--- src/design/i2c_arb_pkg.sv ---
// Purpose: shared constants and state codes for the two-wire master
// Assumes: one clock, synchronous active-low reset
// Notes: bit index 8 of a byte transfer is the acknowledge slot
package i2c_arb_pkg;
   localparam int RELOAD_W = 8;
   localparam int MIN_RELOAD = 3;
   localparam logic [3:0] ACK_SLOT = 4'h8;
   localparam logic [3:0] LAST_DATA_BIT = 4'h7;
   localparam logic [7:0] SHIFT_RST = 8'h00;
   localparam logic [3:0] BIT_CNT_RST = 4'h0;

   typedef enum logic [3:0] {
      ST_IDLE     = 4'b0000,
      ST_CHK      = 4'b0001,
      ST_HOLD     = 4'b0010,
      RS_SDA_REL  = 4'b0011,
      RS_SCL_WAIT = 4'b0100,
      RS_CNT      = 4'b0101,
      RS_HOLD     = 4'b0110,
      SP_SDA_LOW  = 4'b0111,
      SP_SCL_WAIT = 4'b1000,
      SP_CNT      = 4'b1001,
      SP_SDA_REL  = 4'b1010,
      TX_LOW      = 4'b1011,
      TX_HIGH     = 4'b1100,
      ACK_LOW     = 4'b1101,
      ACK_HIGH    = 4'b1110
   } seq_state_e;
endpackage

--- src/design/i2c_master_arbitration_brg.sv ---
// Purpose: two-wire bus master sequencing with arbitration and baud timing
// Assumes: open-drain lines; *_OE_OUT high pulls the line low
// Notes: requests are one-cycle pulses taken only when idle
`timescale 1ns/1ps

// Overview of operation
// - released one-bit sampled low while SCL high flags collision, goes idle
// - collision in a byte stops shifting, clears buffer full, frees both lines
// - collision in start/restart/stop/ack aborts it and clears its busy bit
// - after collision, a seen stop condition sets the serial interrupt flag
// - new buffer write restarts the byte from its first bit
// - start with SDA or SCL already low aborts with collision
// - start: once SDA high, counter loads; SCL low meanwhile is collision
// - SDA low during first start count: reset counter, drive SDA low now
// - else SDA low at count end, count again, SCL low; no collision then
// - restart: free SDA, count, free SCL; SCL high then SDA low collides
// - restart count: SCL falling before SDA driven collides, SDA falling not
// - both high at time-out: SDA low, count again, then SCL low regardless
// - stop: SDA low, free SCL, count at SCL high, then SDA low collides
// - stop: SCL low after release, before SDA goes high, is collision
// - counter reloads from reload value and starts on buffer write
// - operation done: counter stops and SCL holds its last level
// - two reloads per SCL period; rate is fclk over four times reload+1
// - reset or port disable clears start seen and stop seen
module i2c_master_arbitration_brg #(
   parameter int RELOAD_W = i2c_arb_pkg::RELOAD_W
) (
   input wire logic CLK_IN,
   input wire logic RST_N_IN,
   input wire logic CE_IN,
   input wire logic PORT_EN_IN,
   input wire logic [RELOAD_W-1:0] RELOAD_IN,
   input wire logic START_REQ_IN,
   input wire logic RSTART_REQ_IN,
   input wire logic STOP_REQ_IN,
   input wire logic ACK_REQ_IN,
   input wire logic ACK_DATA_IN,
   input wire logic TX_WR_IN,
   input wire logic [7:0] TX_DATA_IN,
   input wire logic COLL_CLR_IN,
   input wire logic IRQ_CLR_IN,
   input wire logic SDA_IN,
   input wire logic SCL_IN,
   output logic SDA_OUT,
   output logic SDA_OE_OUT,
   output logic SCL_OUT,
   output logic SCL_OE_OUT,
   output logic BUS_COLLISION_FLAG_OUT,
   output logic BUFFER_FULL_STATUS_OUT,
   output logic SERIAL_IRQ_FLAG_OUT,
   output logic ACK_STATUS_OUT,
   output logic START_BUSY_OUT,
   output logic RSTART_BUSY_OUT,
   output logic STOP_BUSY_OUT,
   output logic ACK_BUSY_OUT,
   output logic TX_BUSY_OUT,
   output logic START_SEEN_OUT,
   output logic STOP_SEEN_OUT
);
   i2c_arb_pkg::seq_state_e state_q;
   logic [7:0] shift_q;
   logic [3:0] bit_cnt_q;
   logic ack_bit_q;
   logic tick;
   logic baud_load;
   logic baud_run;
   logic stop_pulse;
   logic start_seen;
   logic stop_seen;
   logic can_take;
   logic start_go;
   logic rstart_go;
   logic stop_go;
   logic ack_go;
   logic tx_go;
   logic coll_event;
   logic done_event;

   initial begin
      if (RELOAD_W < 2 || RELOAD_W > 16)
         $error("RELOAD_W out of supported range");
   end

   // a wider reload than eight bits only lengthens the count
   baud_tick_gen #(.W(RELOAD_W)) u_baud (
      .clk_in(CLK_IN),
      .rst_n_in(RST_N_IN),
      .ce_in(CE_IN),
      .load_in(baud_load),
      .run_in(baud_run),
      .reload_in(RELOAD_IN),
      .tick_out(tick)
   );

   bus_cond_monitor u_mon (
      .clk_in(CLK_IN),
      .rst_n_in(RST_N_IN),
      .ce_in(CE_IN),
      .enable_in(PORT_EN_IN),
      .sda_in(SDA_IN),
      .scl_in(SCL_IN),
      .start_seen_out(start_seen),
      .stop_seen_out(stop_seen),
      .stop_pulse_out(stop_pulse)
   );

   // requests are dropped while collision is pending
   assign can_take = PORT_EN_IN && (state_q == i2c_arb_pkg::ST_IDLE) &&
                     !BUS_COLLISION_FLAG_OUT;
   assign start_go = can_take && START_REQ_IN;
   assign rstart_go = can_take && !START_REQ_IN && RSTART_REQ_IN;
   assign stop_go = can_take && !START_REQ_IN && !RSTART_REQ_IN &&
                    STOP_REQ_IN;
   assign ack_go = can_take && !START_REQ_IN && !RSTART_REQ_IN &&
                   !STOP_REQ_IN && ACK_REQ_IN;
   assign tx_go = can_take && !START_REQ_IN && !RSTART_REQ_IN &&
                  !STOP_REQ_IN && !ACK_REQ_IN && TX_WR_IN;

   always_comb begin
      coll_event = 1'b0;
      case (state_q)
         i2c_arb_pkg::ST_IDLE:
            coll_event = start_go && (!SDA_IN || !SCL_IN);
         i2c_arb_pkg::ST_CHK:
            coll_event = SDA_IN && !SCL_IN;
         i2c_arb_pkg::TX_HIGH:
            coll_event = (bit_cnt_q != i2c_arb_pkg::ACK_SLOT) &&
                         !SDA_OE_OUT && SCL_IN && !SDA_IN;
         i2c_arb_pkg::RS_SCL_WAIT:
            coll_event = SCL_IN && !SDA_IN;
         i2c_arb_pkg::RS_CNT:
            coll_event = !SCL_IN && SDA_IN;
         i2c_arb_pkg::SP_CNT:
            coll_event = !SCL_IN;
         i2c_arb_pkg::SP_SDA_REL:
            coll_event = (!SCL_IN && !SDA_IN) ||
                         (tick && !SDA_IN);
         i2c_arb_pkg::ACK_HIGH:
            coll_event = !SDA_OE_OUT && SCL_IN && !SDA_IN;
         default:
            coll_event = 1'b0;
      endcase
   end

   // load on every accept and tick, and while waiting for a line level
   always_comb begin
      baud_load = tick || start_go || rstart_go || stop_go || ack_go ||
                  tx_go;
      case (state_q)
         i2c_arb_pkg::ST_CHK:
            baud_load = baud_load || !SDA_IN;
         i2c_arb_pkg::SP_SDA_LOW:
            baud_load = baud_load || SDA_IN;
         i2c_arb_pkg::RS_SCL_WAIT,
         i2c_arb_pkg::SP_SCL_WAIT:
            baud_load = 1'b1;
         default:
            baud_load = baud_load;
      endcase
   end

   // stalling on a held-low SCL gives clock stretching in the high phases
   assign baud_run = (state_q != i2c_arb_pkg::ST_IDLE) &&
                     !(((state_q == i2c_arb_pkg::TX_HIGH) ||
                        (state_q == i2c_arb_pkg::ACK_HIGH)) &&
                       !SCL_IN);

   assign done_event = tick && !coll_event &&
                       ((state_q == i2c_arb_pkg::ST_HOLD) ||
                        (state_q == i2c_arb_pkg::RS_HOLD) ||
                        (state_q == i2c_arb_pkg::SP_SDA_REL) ||
                        (state_q == i2c_arb_pkg::ACK_HIGH) ||
                        ((state_q == i2c_arb_pkg::TX_HIGH) &&
                         (bit_cnt_q == i2c_arb_pkg::ACK_SLOT)));

   // sequencer: pin drive and bit position
   always_ff @(posedge CLK_IN) begin
      if (!RST_N_IN) begin
         state_q <= i2c_arb_pkg::ST_IDLE;
         SDA_OE_OUT <= 1'b0;
         SCL_OE_OUT <= 1'b0;
         shift_q <= i2c_arb_pkg::SHIFT_RST;
         bit_cnt_q <= i2c_arb_pkg::BIT_CNT_RST;
         ack_bit_q <= 1'b0;
      end else if (CE_IN) begin
         if (!PORT_EN_IN || coll_event) begin
            state_q <= i2c_arb_pkg::ST_IDLE;
            SDA_OE_OUT <= 1'b0;
            SCL_OE_OUT <= 1'b0;
            bit_cnt_q <= i2c_arb_pkg::BIT_CNT_RST;
         end else begin
            case (state_q)
               i2c_arb_pkg::ST_IDLE: begin
                  if (start_go) begin
                     SDA_OE_OUT <= 1'b0;
                     SCL_OE_OUT <= 1'b0;
                     state_q <= i2c_arb_pkg::ST_CHK;
                  end else if (rstart_go) begin
                     SDA_OE_OUT <= 1'b0;
                     state_q <= i2c_arb_pkg::RS_SDA_REL;
                  end else if (stop_go) begin
                     SDA_OE_OUT <= 1'b1;
                     state_q <= i2c_arb_pkg::SP_SDA_LOW;
                  end else if (ack_go) begin
                     SCL_OE_OUT <= 1'b1;
                     SDA_OE_OUT <= !ACK_DATA_IN;
                     ack_bit_q <= ACK_DATA_IN;
                     state_q <= i2c_arb_pkg::ACK_LOW;
                  end else if (tx_go) begin
                     // always from the first bit, never a resumed byte
                     shift_q <= {TX_DATA_IN[6:0], 1'b0};
                     bit_cnt_q <= i2c_arb_pkg::BIT_CNT_RST;
                     SCL_OE_OUT <= 1'b1;
                     SDA_OE_OUT <= !TX_DATA_IN[7];
                     state_q <= i2c_arb_pkg::TX_LOW;
                  end
               end
               i2c_arb_pkg::ST_CHK: begin
                  if (!SDA_IN || tick) begin
                     SDA_OE_OUT <= 1'b1;
                     state_q <= i2c_arb_pkg::ST_HOLD;
                  end
               end
               i2c_arb_pkg::ST_HOLD: begin
                  // scl seen low here is another master's start
                  if (tick) begin
                     SCL_OE_OUT <= 1'b1;
                     state_q <= i2c_arb_pkg::ST_IDLE;
                  end
               end
               i2c_arb_pkg::RS_SDA_REL: begin
                  if (tick) begin
                     SCL_OE_OUT <= 1'b0;
                     state_q <= i2c_arb_pkg::RS_SCL_WAIT;
                  end
               end
               i2c_arb_pkg::RS_SCL_WAIT: begin
                  if (SCL_IN)
                     state_q <= i2c_arb_pkg::RS_CNT;
               end
               i2c_arb_pkg::RS_CNT: begin
                  if (tick) begin
                     SDA_OE_OUT <= 1'b1;
                     state_q <= i2c_arb_pkg::RS_HOLD;
                  end
               end
               i2c_arb_pkg::RS_HOLD: begin
                  if (tick) begin
                     SCL_OE_OUT <= 1'b1;
                     state_q <= i2c_arb_pkg::ST_IDLE;
                  end
               end
               i2c_arb_pkg::SP_SDA_LOW: begin
                  if (tick) begin
                     SCL_OE_OUT <= 1'b0;
                     state_q <= i2c_arb_pkg::SP_SCL_WAIT;
                  end
               end
               i2c_arb_pkg::SP_SCL_WAIT: begin
                  if (SCL_IN)
                     state_q <= i2c_arb_pkg::SP_CNT;
               end
               i2c_arb_pkg::SP_CNT: begin
                  if (tick) begin
                     SDA_OE_OUT <= 1'b0;
                     state_q <= i2c_arb_pkg::SP_SDA_REL;
                  end
               end
               i2c_arb_pkg::SP_SDA_REL: begin
                  if (tick)
                     state_q <= i2c_arb_pkg::ST_IDLE;
               end
               i2c_arb_pkg::TX_LOW: begin
                  if (tick) begin
                     SCL_OE_OUT <= 1'b0;
                     state_q <= i2c_arb_pkg::TX_HIGH;
                  end
               end
               i2c_arb_pkg::TX_HIGH: begin
                  if (tick) begin
                     SCL_OE_OUT <= 1'b1;
                     if (bit_cnt_q == i2c_arb_pkg::ACK_SLOT) begin
                        SDA_OE_OUT <= 1'b0;
                        state_q <= i2c_arb_pkg::ST_IDLE;
                     end else begin
                        // data moves with the falling scl edge
                        bit_cnt_q <= bit_cnt_q + 1'b1;
                        SDA_OE_OUT <= (bit_cnt_q != i2c_arb_pkg::LAST_DATA_BIT)
                                      && !shift_q[7];
                        shift_q <= {shift_q[6:0], 1'b0};
                        state_q <= i2c_arb_pkg::TX_LOW;
                     end
                  end
               end
               i2c_arb_pkg::ACK_LOW: begin
                  if (tick) begin
                     SCL_OE_OUT <= 1'b0;
                     state_q <= i2c_arb_pkg::ACK_HIGH;
                  end
               end
               i2c_arb_pkg::ACK_HIGH: begin
                  if (tick) begin
                     SCL_OE_OUT <= 1'b1;
                     SDA_OE_OUT <= 1'b0;
                     state_q <= i2c_arb_pkg::ST_IDLE;
                  end
               end
               default: begin
                  state_q <= i2c_arb_pkg::ST_IDLE;
                  SDA_OE_OUT <= 1'b0;
                  SCL_OE_OUT <= 1'b0;
               end
            endcase
         end
      end
   end

   // self-clearing busy bits; collision clears them all
   always_ff @(posedge CLK_IN) begin
      if (!RST_N_IN) begin
         START_BUSY_OUT <= 1'b0;
         RSTART_BUSY_OUT <= 1'b0;
         STOP_BUSY_OUT <= 1'b0;
         ACK_BUSY_OUT <= 1'b0;
         TX_BUSY_OUT <= 1'b0;
      end else if (CE_IN) begin
         if (!PORT_EN_IN || coll_event || done_event) begin
            START_BUSY_OUT <= 1'b0;
            RSTART_BUSY_OUT <= 1'b0;
            STOP_BUSY_OUT <= 1'b0;
            ACK_BUSY_OUT <= 1'b0;
            TX_BUSY_OUT <= 1'b0;
         end else begin
            START_BUSY_OUT <= START_BUSY_OUT || start_go;
            RSTART_BUSY_OUT <= RSTART_BUSY_OUT || rstart_go;
            STOP_BUSY_OUT <= STOP_BUSY_OUT || stop_go;
            ACK_BUSY_OUT <= ACK_BUSY_OUT || ack_go;
            TX_BUSY_OUT <= TX_BUSY_OUT || tx_go;
         end
      end
   end

   // status flags; a hardware set wins over a same-cycle clear
   always_ff @(posedge CLK_IN) begin
      if (!RST_N_IN) begin
         BUS_COLLISION_FLAG_OUT <= 1'b0;
         SERIAL_IRQ_FLAG_OUT <= 1'b0;
         BUFFER_FULL_STATUS_OUT <= 1'b0;
         ACK_STATUS_OUT <= 1'b0;
      end else if (CE_IN) begin
         if (coll_event && PORT_EN_IN)
            BUS_COLLISION_FLAG_OUT <= 1'b1;
         else if (COLL_CLR_IN)
            BUS_COLLISION_FLAG_OUT <= 1'b0;
         if (done_event ||
             (stop_pulse && BUS_COLLISION_FLAG_OUT))
            SERIAL_IRQ_FLAG_OUT <= 1'b1;
         else if (IRQ_CLR_IN)
            SERIAL_IRQ_FLAG_OUT <= 1'b0;
         if (tx_go)
            BUFFER_FULL_STATUS_OUT <= 1'b1;
         else if (!PORT_EN_IN || coll_event ||
                  (tick && state_q == i2c_arb_pkg::TX_HIGH &&
                   bit_cnt_q == i2c_arb_pkg::LAST_DATA_BIT))
            BUFFER_FULL_STATUS_OUT <= 1'b0;
         if (done_event && state_q == i2c_arb_pkg::TX_HIGH)
            ACK_STATUS_OUT <= SDA_IN;
      end
   end

   // open-drain data is always low; only the enables move
   always_ff @(posedge CLK_IN) begin
      if (!RST_N_IN) begin
         SDA_OUT <= 1'b0;
         SCL_OUT <= 1'b0;
         START_SEEN_OUT <= 1'b0;
         STOP_SEEN_OUT <= 1'b0;
      end else if (CE_IN) begin
         SDA_OUT <= 1'b0;
         SCL_OUT <= 1'b0;
         START_SEEN_OUT <= start_seen && PORT_EN_IN;
         STOP_SEEN_OUT <= stop_seen && PORT_EN_IN;
      end
   end
endmodule

--- src/design/baud_tick_gen.sv ---
// Purpose: reloadable down counter timing each half of a serial clock
// Assumes: load wins over run; counter steps once every two clocks
// Notes: one tick every 2*(reload+1) clocks, so scl = fclk/(4*(reload+1))
`timescale 1ns/1ps
module baud_tick_gen #(
   parameter int W = i2c_arb_pkg::RELOAD_W
) (
   input wire logic clk_in,
   input wire logic rst_n_in,
   input wire logic ce_in,
   input wire logic load_in,
   input wire logic run_in,
   input wire logic [W-1:0] reload_in,
   output logic tick_out
);
   logic [W-1:0] cnt_q;
   logic half_q;

   always_ff @(posedge clk_in) begin
      if (!rst_n_in) begin
         cnt_q <= '0;
         half_q <= 1'b0;
         tick_out <= 1'b0;
      end else if (ce_in) begin
         tick_out <= 1'b0;
         if (load_in) begin
            cnt_q <= reload_in;
            // preset phase: the registered tick costs one clock
            half_q <= 1'b1;
         end else if (run_in) begin
            half_q <= ~half_q;
            if (half_q) begin
               if (cnt_q == '0) begin
                  tick_out <= 1'b1;
                  cnt_q <= reload_in;
               end else begin
                  cnt_q <= cnt_q - 1'b1;
               end
            end
         end
      end
   end
endmodule

--- src/design/bus_cond_monitor.sv ---
// Purpose: watch the shared lines for start and stop conditions
// Assumes: line inputs already synchronous to the clock
// Notes: seen flags are cleared while the port is disabled
`timescale 1ns/1ps
module bus_cond_monitor (
   input wire logic clk_in,
   input wire logic rst_n_in,
   input wire logic ce_in,
   input wire logic enable_in,
   input wire logic sda_in,
   input wire logic scl_in,
   output logic start_seen_out,
   output logic stop_seen_out,
   output logic stop_pulse_out
);
   logic sda_prev_q;
   logic scl_prev_q;
   logic start_det;
   logic stop_det;

   assign start_det = scl_in && scl_prev_q && sda_prev_q && !sda_in;
   assign stop_det = scl_in && scl_prev_q && !sda_prev_q && sda_in;

   always_ff @(posedge clk_in) begin
      if (!rst_n_in) begin
         sda_prev_q <= 1'b1;
         scl_prev_q <= 1'b1;
      end else if (ce_in) begin
         sda_prev_q <= sda_in;
         scl_prev_q <= scl_in;
      end
   end

   always_ff @(posedge clk_in) begin
      if (!rst_n_in) begin
         start_seen_out <= 1'b0;
         stop_seen_out <= 1'b0;
         stop_pulse_out <= 1'b0;
      end else if (ce_in) begin
         stop_pulse_out <= enable_in && stop_det;
         if (!enable_in) begin
            start_seen_out <= 1'b0;
            stop_seen_out <= 1'b0;
         end else if (start_det) begin
            start_seen_out <= 1'b1;
            stop_seen_out <= 1'b0;
         end else if (stop_det) begin
            start_seen_out <= 1'b0;
            stop_seen_out <= 1'b1;
         end
      end
   end
endmodule

--- config.mk ---
export PLATFORM = sky130hd
export DESIGN_NAME = i2c_master_arbitration_brg
export DESIGN_NICKNAME = d
export VERILOG_FILES = /design/src/design/i2c_arb_pkg.sv /design/src/design/i2c_master_arbitration_brg.sv /design/src/design/baud_tick_gen.sv /design/src/design/bus_cond_monitor.sv
export SDC_FILE = /design/constraint.sdc
export NUM_CORES = 1
export LEC_CHECK = 0
export BUFFER_PORTS_ARGS = -buffer_cell sky130_fd_sc_hd__buf_4
export CAP_MARGIN = 20
export CORE_MARGIN = 2
export CORE_UTILIZATION = 45
export DETAILED_ROUTE_END_ITERATION = 10
export GPL_TIMING_DRIVEN = 0
export PLACE_DENSITY = 0.65
export REMOVE_ABC_BUFFERS = 1
export SKIP_LAST_GASP = 1
export SLEW_MARGIN = 20
export SYNTH_ARGS = -nofsm -noshare
export SYNTH_HDL_FRONTEND = slang
export SYNTH_SLANG_ARGS = --single-unit
export TNS_END_PERCENT = 50
--- constraint.sdc ---
create_clock -name CLK_IN -period 2.7 [get_ports CLK_IN]
set_input_delay 0.54 -clock CLK_IN [delete_from_list [all_inputs] [get_ports CLK_IN]]
set_output_delay 0.54 -clock CLK_IN [all_outputs]
set_load 0.01 [all_outputs]
==> summary.md, run 1 <==
| Metric | Value |
|---|---|
| Status | completed |
| Worst EP required | 2920 ps |
| Drt initial violations | 182 |
| Hold Crit Start | SCL_OE_OUT |
| Critical Path Start Type | flip-flop |
| # diodes | 0 |
| Clock sinks | 43 |
| Detailed Place HPWL | 4.90 mm |
| Routed vias/inst | 6.01 |
| Worst vdd ir | 0.331 mV |
| Synth async-reset ratio | 0% |
| Ratio of cells with drive above 1 in the final layout | 21.3% |
| Post-synthesis cell type count | 69 |
| Synthesized flop and latch total | 43 |
| Avg WL per Cell | 15.7 um |
| Overflow after GRT | 0 |
| CTS buffer count | 5 |
| Worst Hold Depth | 2 |
| Reg2Reg Depth | 6 |
| Initial antenna violation count | 0 |
| P_leak | 1.15 nW |
| Clock latency on the worst-skew pair | 300 ps |
| Root buffer cell | clkbuf_8 |
| WHS Endpoint | SCL_OE_OUT |
| Fin. Hold Viols | 0 |
| CP max FO | 28 |
| Initial Utilization | 45.9% |
| Min cycle time layout | 2500 ps |
| Maximum clock frequency | 0.401 GHz |
| Min-delay worst type | reg2reg |
| Worst path cell trace | and4bb_2 > a22oi_1 > o22ai_2 > o21ai_0 > nand3b_1 > o22ai_1 |
| H-tree levels | 2 |
| Clock buffer depth | 2 |
| GRT Total Usage | 20.9% |
| Worst Path Buf+Inv | 0 |
| Syn avg cell area | 8.21 um2 |
| Delay-heaviest family, CP | compound AO/OA/AOI/OAI gates |
| Worst Skew | 5.33 ps |
| Vias | 2721 |
| DIE AREA | 7020 um2 |
| Max-cap violations | 0 |
| Die Width | 83.8 um |
| Nets | 408 |
| Rel. slew slack | 40.9% |
| DRT antenna net count | 0 |
| Reg2reg end | state_q[2] |
| Total power draw | 1.63 mW |
| Final setup violation count | 0 |
| Critical Path End Type | flip-flop |
| Crit. Startpoint | state_q[0] |
| Drt total wl | 7.10 mm |
| # IOs | 45 |
| First-pass GRT wire length | 12.3 mm |
| PD cells | 500 nW/um2 |
| P&R area growth vs syn | 14.1% |
| Crit-path max cell delay | 690 ps |
| RSZ-0062 raised after global routing | false |
| R2r startpoint | state_q[0] |
| Reg2reg setup slack | 200 ps |
| Final period util | 92.5% |
| Synth Instances | 349 |
| Die Y | 83.8 um |
| Finished Layout Cells | 453 |
| Routability Congestion | 0.916 |
| Row count | 29 |
| Number of fill cells | 603 |
| Maximum number of pins on one net before global-route repair | 29 |
| Cts hold-fix bufs | 0 |
| DR pass1 iterations | 5 |
| Mapped Area | 2870 um2 |
| Worst Max-Slew Pin Slew | 886 ps |
| Placed cells | 443 |
| Post-synth EDFFs | 0 |
| Core Area | 6240 um2 |
| WS Path Type | reg2reg |
| DR DRC count | 0 |
| Count of port buffers added during placement | 42 |
| Slew Viols, Final | 0 |
| Register area share after synthesis | 30.0% |
| Clock Pin Slew Worst Setup and Hold Paths | 80 ps |
| Fin Hold WS | 461 ps |
| Vias in the first global route | 2609 |
| Worst EP arrival | 2720 ps |
| Multi-input logic area | 1830 um2 |
| Post-synth top flop | dfxtp_1 |
| Total number of yosys warnings | 0 |
| TritonCTS clock tree | done |
| Sequential cell area | 866 um2 |
| Crit-path slowest cell | dfxtp_2 |
==> power by group <==
part	total, mW	leakage (nW)	internal (mW)	switching [mW]
sequential	0.722	0.351	0.670	0.0524
clock	0.413	0.0412	0.181	0.231
combinational	0.499	0.761	0.211	0.288
==> cells by family (layout without fill, tap and decap cells) <==
kind of cell	after synthesis	count (layout)	synth area share (%)
multiplexers	15	15	5.28
AO/OA/AOI/OAI	97	97	25.9
AND/OR/NAND/NOR	150	150	29.9
buffers and inverters	38	64	6.85
adder cells (fa/ha/maj)	3	3	1.31
other	1	2	0.131
flip-flops	43	43	30.0
XOR/XNOR	2	2	0.611
==> cell usage after synthesis (4+ instances only) <==
cell type / n / area [um2]
a211oi_2: 4 / 50.1
a21oi_1: 23 / 115
a31oi_1: 4 / 25.0
and2_1: 4 / 25.0
and3_1: 4 / 25.0
buf_2: 7 / 35.0
buf_4: 4 / 30.0
buf_6: 4 / 45.0
clkbuf_1: 10 / 37.5
dfxtp_1: 43 / 861
inv_1: 11 / 41.3
mux2i_1: 14 / 140
nand2_1: 33 / 124
nand2b_1: 7 / 43.8
nand3_1: 15 / 75.1
nand3b_1: 6 / 45.0
nor2_1: 37 / 139
nor2b_1: 5 / 31.3
nor3_1: 11 / 55.1
nor3b_1: 4 / 30.0
o211ai_1: 4 / 30.0
o21ai_0: 11 / 55.1
o22ai_1: 8 / 50.1
==> worst reg2reg max path: stages, from the launching register on <==
cell and delay [ps]:
dfxtp_2 690, and4bb_2 360, a22oi_1 220, o22ai_2 190, o21ai_0 530, nand3b_1 220
o22ai_1 210
==> sequential cells by signal, summed over array words and instances (netlist names), 4 cells and up <==
signal	count
shift_q	7
state_q	4
u_baud.cnt_q	8
bit_cnt_q	4
==> layout make-up <==
type                            count  area share [%]
Multi-Input combinational cell    269            55.9
Timing Repair Buffer               45            10.8
Tap cell                           77            2.95
Clock inverter                      2           0.383
Inverter                           11            1.26
Sequential cell                    43            26.5
Clock buffer                        6            2.22
==> worst max path at each step <==
stage                            endpoint  slack, ps  cells after the start
after global routing           state_q[2]         80                      6
after CTS                 u_baud.cnt_q[6]        110                      5
after detailed placement       shift_q[1]       -230                      6
after global placement         shift_q[1]      -1630                      6
after floorplan                shift_q[1]       -740                      6
final                          state_q[2]        200                      6
==> repair_timing <==
action / in CTS / in global routing
endpoints found under the hold margin: 0 / 0
setup endpoints to repair: 12 / 10
pin swaps: 1 / 0
gates resized for setup: 2 / 2
setup buffers: 2 / 0
==> metal layers <==
| layer | track usage, % | routed length (um) | vias up |
|---|---|---|---|
| met4 | 6.74 | 102 | 0 |
| met3 | 3.17 | 349 | 11 |
| met5 | 0 | 0 | - |
| met2 | 33.5 | 3260 | 81 |
| li1 | - | - | 1349 |
| met1 | 28.7 | 3380 | 1280 |
==> cell usage in the layout (no fill, tap or decap), types with 6 or more instances in the layout <==
cell | Yosys | routed
buf_4 | 4 | 43
nand2_1 | 33 | 33
nor3_1 | 11 | 11
nor2_1 | 37 | 37
nand3b_1 | 6 | 6
nand3_1 | 15 | 15
a21oi_1 | 23 | 23
inv_1 | 11 | 11
o21ai_0 | 11 | 11
o22ai_1 | 8 | 8
nand2b_1 | 7 | 7
mux2i_1 | 14 | 14
dfxtp_1 | 43 | 39
==> metrics by stage <==
stage	instance area (um2)	setup TNS (ps)	util [%]	worst slack, ps
after floorplan	2720	-6430	-	-740
after CTS	3270	0	52.4	108
after detailed placement	3150	-1220	50.5	-229
after global routing	3270	0	52.4	83.5
final	3270	0	52.4	204
after global placement	3130	-19220	50.1	-1630
Power figures use the tool's default switching activity.
==> inputs of run 2 (changes only) <==
Settings changed: CTS_CLUSTER_SIZE set to 8, REMOVE_ABC_BUFFERS 1 to unset.
==> run 2 against run 1 <==
Compared with the run above: sequential power shrank 3%; setup slack improved by 33 ps; critical endpoint is now bit_cnt_q[3]; clock power rose by 27%; register-to-register slack better by 30 ps; fmax grew 1.3%; sequential cell count is the same; critical path type unchanged.
==> summary.md, run 2 (synthesis results as in run 1) <==
| Metric | Value |
|---|---|
| Initial Utilization | 45.9% (unchanged) |
| Post-CTS setup buffer count | 0 (-2) |
| Worst vdd ir | 0.282 mV (-15%) |
| Detailed Place HPWL | 5.71 mm (+16%) |
| Setup_tns | 0 ps (unchanged) |
| Rel. slew slack | 40.0% (-0.90 points) |
| Min-delay worst type | reg2reg |
| PD cells | 527 nW/um2 (+5.6%) |
| P_leak | 1.23 nW (+6.7%) |
| Clock sinks | 43 (unchanged) |
| Row count | 29 (unchanged) |
| CP max FO | 7 (-75%) |
| Count of port buffers added during placement | 39 (-7.1%) |
| CTS buffer count | 5 (unchanged) |
| Number of flip-flops in the largest register | 8 (unchanged) |
| Routed vias/inst | 5.89 (-2.0%) |
| Maximum clock frequency | 0.406 GHz (+1.3%) |
| Routability Congestion | 0.948 (+3.5%) |
| # IOs | 45 (unchanged) |
| Initial antenna violation count | 0 (unchanged) |
| Post-CTS sizing | 0 (-2) |
| Vias | 2790 (+2.5%) |
| DR DRC count | 0 (unchanged) |
| Worst EP required | 2900 ps (-20 ps) |
| Critical Path Start Type | flip-flop |
| Worst Skew | 14.0 ps (+8.70 ps) |
| Final setup violation count | 0 (unchanged) |
| H-tree levels | 2 (unchanged) |
| TritonCTS clock tree | done |
| Finished Layout Cells | 474 (+4.6%) |
| Cts hold-fix bufs | 0 (unchanged) |
| Final period util | 91.2% (-1.2 points) |
| Maximum number of pins on one net before global-route repair | 15 (-48%) |
| Ratio of cells with drive above 1 in the final layout | 21.4% (+0.13 points) |
| Largest regs | u_baud.cnt_q: 8 flops, shift_q: 7 flops |
| DRT antenna net count | 0 (unchanged) |
| Worst EP arrival | 2670 ps (-50 ps) |
| Fin. Hold Viols | 0 (unchanged) |
| # diodes | 0 (unchanged) |
| Clock buffer depth | 2 (unchanged) |
| Clock latency on the worst-skew pair | 300 ps (about the same) |
| Vias in the first global route | 2610 (+0.038%) |
| Die Width | 83.8 um (unchanged) |
| GRT Total Usage | 22.1% (+1.3 points) |
| Worst Max-Slew Pin Slew | 888 ps (+2.34 ps) |
| Overflow after GRT | 0 (unchanged) |
| Die Y | 83.8 um (unchanged) |
| P&R area growth vs syn | 17.6% |
| RSZ-0062 raised after global routing | false |
| Reg2reg setup slack | 240 ps (+30 ps) |
| Number of fill cells | 614 (+1.8%) |
| Avg WL per Cell | 16.3 um (+3.8%) |
| Drt initial violations | 191 (+4.9%) |
| WS Path Type | reg2reg |
| Largest Register | u_baud.cnt_q |
| Clock Pin Slew Worst Setup and Hold Paths | 100 ps (+20 ps) |
| Nets | 429 (+5.1%) |
| Core Area | 6240 um2 (unchanged) |
| Most frequent cells in the layout | dfxtp_1, buf_4, nor2_1 |
| Max-cap violations | 0 (unchanged) |
| DR pass1 iterations | 4 (-1) |
| Min cycle time layout | 2460 ps (-33.2 ps) |
| Status | completed |
| First-pass GRT wire length | 12.7 mm (+3.5%) |
| Root buffer cell | clkbuf_8 |
| Critical Path End Type | flip-flop |
| DIE AREA | 7020 um2 (unchanged) |
| Placed cells | 466 (+5.2%) |
| Slew Viols, Final | 0 (unchanged) |
| Drt total wl | 7.71 mm (+8.6%) |
==> run 2: critical path, stage by stage (launching register included) <==
cell      delay, ps
dfxtp_1         350
inv_1           110
ha_1            160
nand3b_1        270
o211ai_1        430
o21ai_1         210
nor2_1          350
a21oi_1         220
a311oi_1        290
==> run 2: per-layer routing <==
metal,GRT usage (%),wire length [um],vias up
met4,5.43,40,0
met2,35.7,3680,73
met5,0,0,-
met1,30.5,3570,1333
li1,-,-,1380
met3,4.35,421,4
==> run 2: cell type report <==
cell class,instances,area (um2),area share (%)
Buffer,27,155,4.60
Clock buffer,5,68.8,2.04
Clock inverter,3,43.8,1.30
Inverter,11,41.3,1.22
Multi-Input combinational cell,269,1810,53.8
Sequential cell,43,861,25.5
Tap cell,77,96.3,2.86
Timing Repair Buffer,39,293,8.68
==> run 2: per-stage QoR <==
stage                     setup WS, ps  power [mW]  cell area (um2)  util (%)  hold WS [ps]
after global routing              97.0        1.88             3370      54.0           502
after detailed placement           146        1.26             3260      52.2           456
final                              237        1.78             3370      54.0           468
after global placement             104        1.25             3260      52.2           443
after CTS                          213        1.78             3370      54.0           472
after floorplan                    537        1.12             2870         -           441
==> run 2: path summary, 6_finish.rpt <==
path / from / to / cells after the start
hold reg to reg: SCL_OE_OUT / SCL_OE_OUT / 2
hold / removal: SCL_OE_OUT / SCL_OE_OUT / 2
setup reg to reg: bit_cnt_q[0] / bit_cnt_q[3] / 8
setup / recovery: bit_cnt_q[0] / bit_cnt_q[3] / 8
==> run 2: power by group <==
group	switching, mW	internal, mW	total (mW)
logic	0.321	0.230	0.551
clock network	0.249	0.276	0.525
registers	0.0325	0.669	0.702
total	0.603	1.17	1.78
==> inputs of run 3 (changes only) <==
Settings changed: ABC_AREA set to 1.
==> run 3 against run 2 <==
Compared with the run above: die area decreased by 4.2%; clock power fell by 16%; wire length decreased by 3.4%; largest power group is now combinational logic.
==> summary.md, run 3 <==
| Metric | Value |
|---|---|
| Post-synth top area cell | dfxtp_1 |
| Row count | 28 (-3.4%) |
| Initial Utilization | 46.6% (+0.63 points) |
| Min cycle time layout | 2250 ps (-215 ps) |
| Total power draw | 2.65 mW (+49%) |
| Critical Path Start Type | flip-flop |
| Final Util | 55.0% (+0.99 points) |
| Fin. Hold Viols | 0 (unchanged) |
| Placed cells | 548 (+18%) |
| Synth async-reset ratio | 0% (unchanged) |
| CP max FO | 8 (+1) |
| Drt total wl | 7.45 mm (-3.4%) |
| Largest cells by area after synthesis | dfxtp_1, nand2_1, nor2_1, a21oi_1, inv_1 |
| Worst path cell trace | inv_1 > ha_1 > nand2_1 > nor2_1 > nand2_1 > nand2_1 > nand2_1 > nand2_1 > nand2_1 > nand2_2 > nand2_2 > nor2_4 > inv_2 > o21ai_1 > nand2_1 > a21oi_1 |
| Finished Layout Cells | 556 (+17%) |
| Hold Crit Start | RSTART_BUSY_OUT |
| Detailed Place HPWL | 5.55 mm (-2.7%) |
| DIE AREA | 6730 um2 (-4.2%) |
| R2r startpoint | bit_cnt_q[0] |
| Rel. slew slack | 61.1% (+21 points) |
| Worst vdd ir | 0.477 mV (+69%) |
| Critical Path End Type | flip-flop |
| Most frequent cells in the layout | nand2_1, nor2_1, buf_4 |
| # IOs | 45 (unchanged) |
| Worst EP arrival | 2480 ps (-190 ps) |
| Worst Path Buf+Inv | 2 (+1) |
| Clock Pin Slew Worst Setup and Hold Paths | 90 ps (about the same) |
| Count leader, synth | nand2_1 |
| Design Area, Final | 3240 um2 (-4.0%) |
| Crit. Startpoint | bit_cnt_q[0] |
| Min-delay worst type | reg2reg |
| Worst path depth | 16 (+8) |
| Worst EP required | 2940 ps (+40 ps) |
| Routed vias/inst | 5.18 (-12%) |
| TritonCTS clock tree | done |
| RSZ-0062 raised after global routing | false |
| Post-synthesis cell type count | 36 (-48%) |
| Crit-path slowest cell | dfxtp_1 |
| Final setup violation count | 0 (unchanged) |
| Worst Max-Slew Pin Slew | 584 ps (-305 ps) |
| H-tree levels | 2 (unchanged) |
| CTS buffer count | 5 (unchanged) |
| Vias | 2879 (+3.2%) |
| Worst Hold Depth | 2 (unchanged) |
| Status | completed |
| Delay-heaviest family, CP | simple AND/OR/NAND/NOR gates |
| Cts hold-fix bufs | 0 (unchanged) |
| Core Area | 5890 um2 (-5.7%) |
| P_leak | 1.46 nW (+19%) |
| List of most frequent post-synthesis cells | nand2_1, nor2_1, dfxtp_1, a21oi_1, inv_1 |
| Initial antenna violation count | 0 (unchanged) |
| Post-CTS setup buffer count | 0 (unchanged) |
| GRT Total Usage | 22.9% (+0.78 points) |
| Total number of yosys warnings | 0 (unchanged) |
| Maximum clock frequency | 0.445 GHz (+9.6%) |
| Worst Skew | 12.1 ps (-1.91 ps) |
| Post-synth top flop | dfxtp_1 |
| WS Path Type | reg2reg |
| Largest regs | u_baud.cnt_q: 8 flops, shift_q: 7 flops |
| Maximum number of pins on one net before global-route repair | 16 (+1) |
| # diodes | 0 (unchanged) |
| Overflow after GRT | 0 (unchanged) |
| DR pass1 iterations | 4 (unchanged) |
| First-pass GRT wire length | 11.8 mm (-6.7%) |
| Post-synth EDFFs | 0 (unchanged) |
| Most used cell, CP | nand2_1 |
| Largest Register | u_baud.cnt_q |
| Routability Congestion | 0.986 (+3.9%) |
| Clock sinks | 43 (unchanged) |
| Die Width | 82.0 um (-2.1%) |
| Die Y | 82.0 um (-2.1%) |
| Avg WL per Cell | 13.4 um (-18%) |
| Final period util | 83.3% (-8.0 points) |
| Crit-path max cell delay | 330 ps (-100 ps) |
| Most common cell after layout, fill and taps aside | nand2_1 |
| Drt initial violations | 239 (+25%) |
| Vias in the first global route | 2505 (-4.0%) |
| Setup_tns | 0 ps (unchanged) |
| Clock latency on the worst-skew pair | 310 ps (about the same) |
| Number of flip-flops in the largest register | 8 (unchanged) |
| Placed cell area | 3150 um2 (-3.5%) |
| Count of port buffers added during placement | 41 (+5.1%) |
| Ratio of cells with drive above 1 in the final layout | 18.5% (-2.9 points) |
| DRT antenna net count | 0 (unchanged) |
| Clock buffer depth | 2 (unchanged) |
| Max-cap violations | 0 (unchanged) |
| Syn avg cell area | 6.36 um2 (-23%) |
| Post-CTS sizing | 0 (unchanged) |
| Mapped Area | 2740 um2 (-4.4%) |
| Slew Viols, Final | 0 (unchanged) |
| Register area share after synthesis | 31.4% (+1.4 points) |
| DR DRC count | 0 (unchanged) |
| Synth Instances | 431 (+23%) |
| Nets | 513 (+20%) |
| Root buffer cell | clkbuf_8 |
| P&R area growth vs syn | 18.2% |
| Synth top area share | 31.4% (+1.4 points) |
| PD cells | 818 nW/um2 (+55%) |
| Synthesized flop and latch total | 43 (unchanged) |
| Reg2Reg Depth | 16 (+8) |
-- run 3: logic make-up (layout without fill, tap and decap cells) --
group           Yosys count  after routing  share of synthesized area (%)
xor+xnor                  7              7                           2.24
other cells               1              2                          0.137
buf+inv                  57            106                           8.68
fa+ha+maj                 3              3                           1.37
flops                    43             43                           31.4
compound gates           92             92                           19.0
simple gates            228            228                           37.2
-- run 3: final cells by class --
cell class | count | area (um2)
repair buffers | 41 | 308
well taps | 75 | 93.8
multi-input cells | 332 | 1650
inverters | 43 | 161
clock buffers | 5 | 68.8
plain buffers | 14 | 76.3
clock inverters | 3 | 23.8
fillers | 612 | 2650
flip-flops and latches | 43 | 861
-- run 3: path summary, 6_finish.rpt --
check / slack [ps] / to
max: 450 / BUFFER_FULL_STATUS_OUT
min: 460 / RSTART_BUSY_OUT
max reg2reg: 450 / BUFFER_FULL_STATUS_OUT
min reg2reg: 460 / RSTART_BUSY_OUT
-- run 3: worst reg2reg max path, stage by stage, from the launching register on --
cell and delay (ps):
dfxtp_1 330, inv_1 100, ha_1 160, nand2_1 60, nor2_1 220, nand2_1 90
nand2_1 60, nand2_1 60, nand2_1 60, nand2_1 80, nand2_2 100, nand2_2 80
nor2_4 240, inv_2 160, o21ai_1 210, nand2_1 70, a21oi_1 110
-- run 3: report_power, final --
part / switching [mW] / total [mW] / internal [mW]
Sequential: 0.0983 / 0.834 / 0.736
Clock: 0.258 / 0.443 / 0.186
Combinational: 0.862 / 1.37 / 0.510
-- run 3: metrics by stage --
step	hold WS, ps	setup WS [ps]
floorplan	439	912
global placement	439	438
detailed placement	447	403
CTS	462	467
global route	489	178
finish	458	452
-- run 3: layer usage --
layer  routed length, um  up-vias  share of wire (%)  track usage [%]
met2                3420       96                 46             37.5
li1                    -     1503                  -                -
met1                3490     1267                 47             31.3
met4                 114        0                1.5             6.17
met3                 424       13                5.7             3.52
met5                   0        -                  0                0
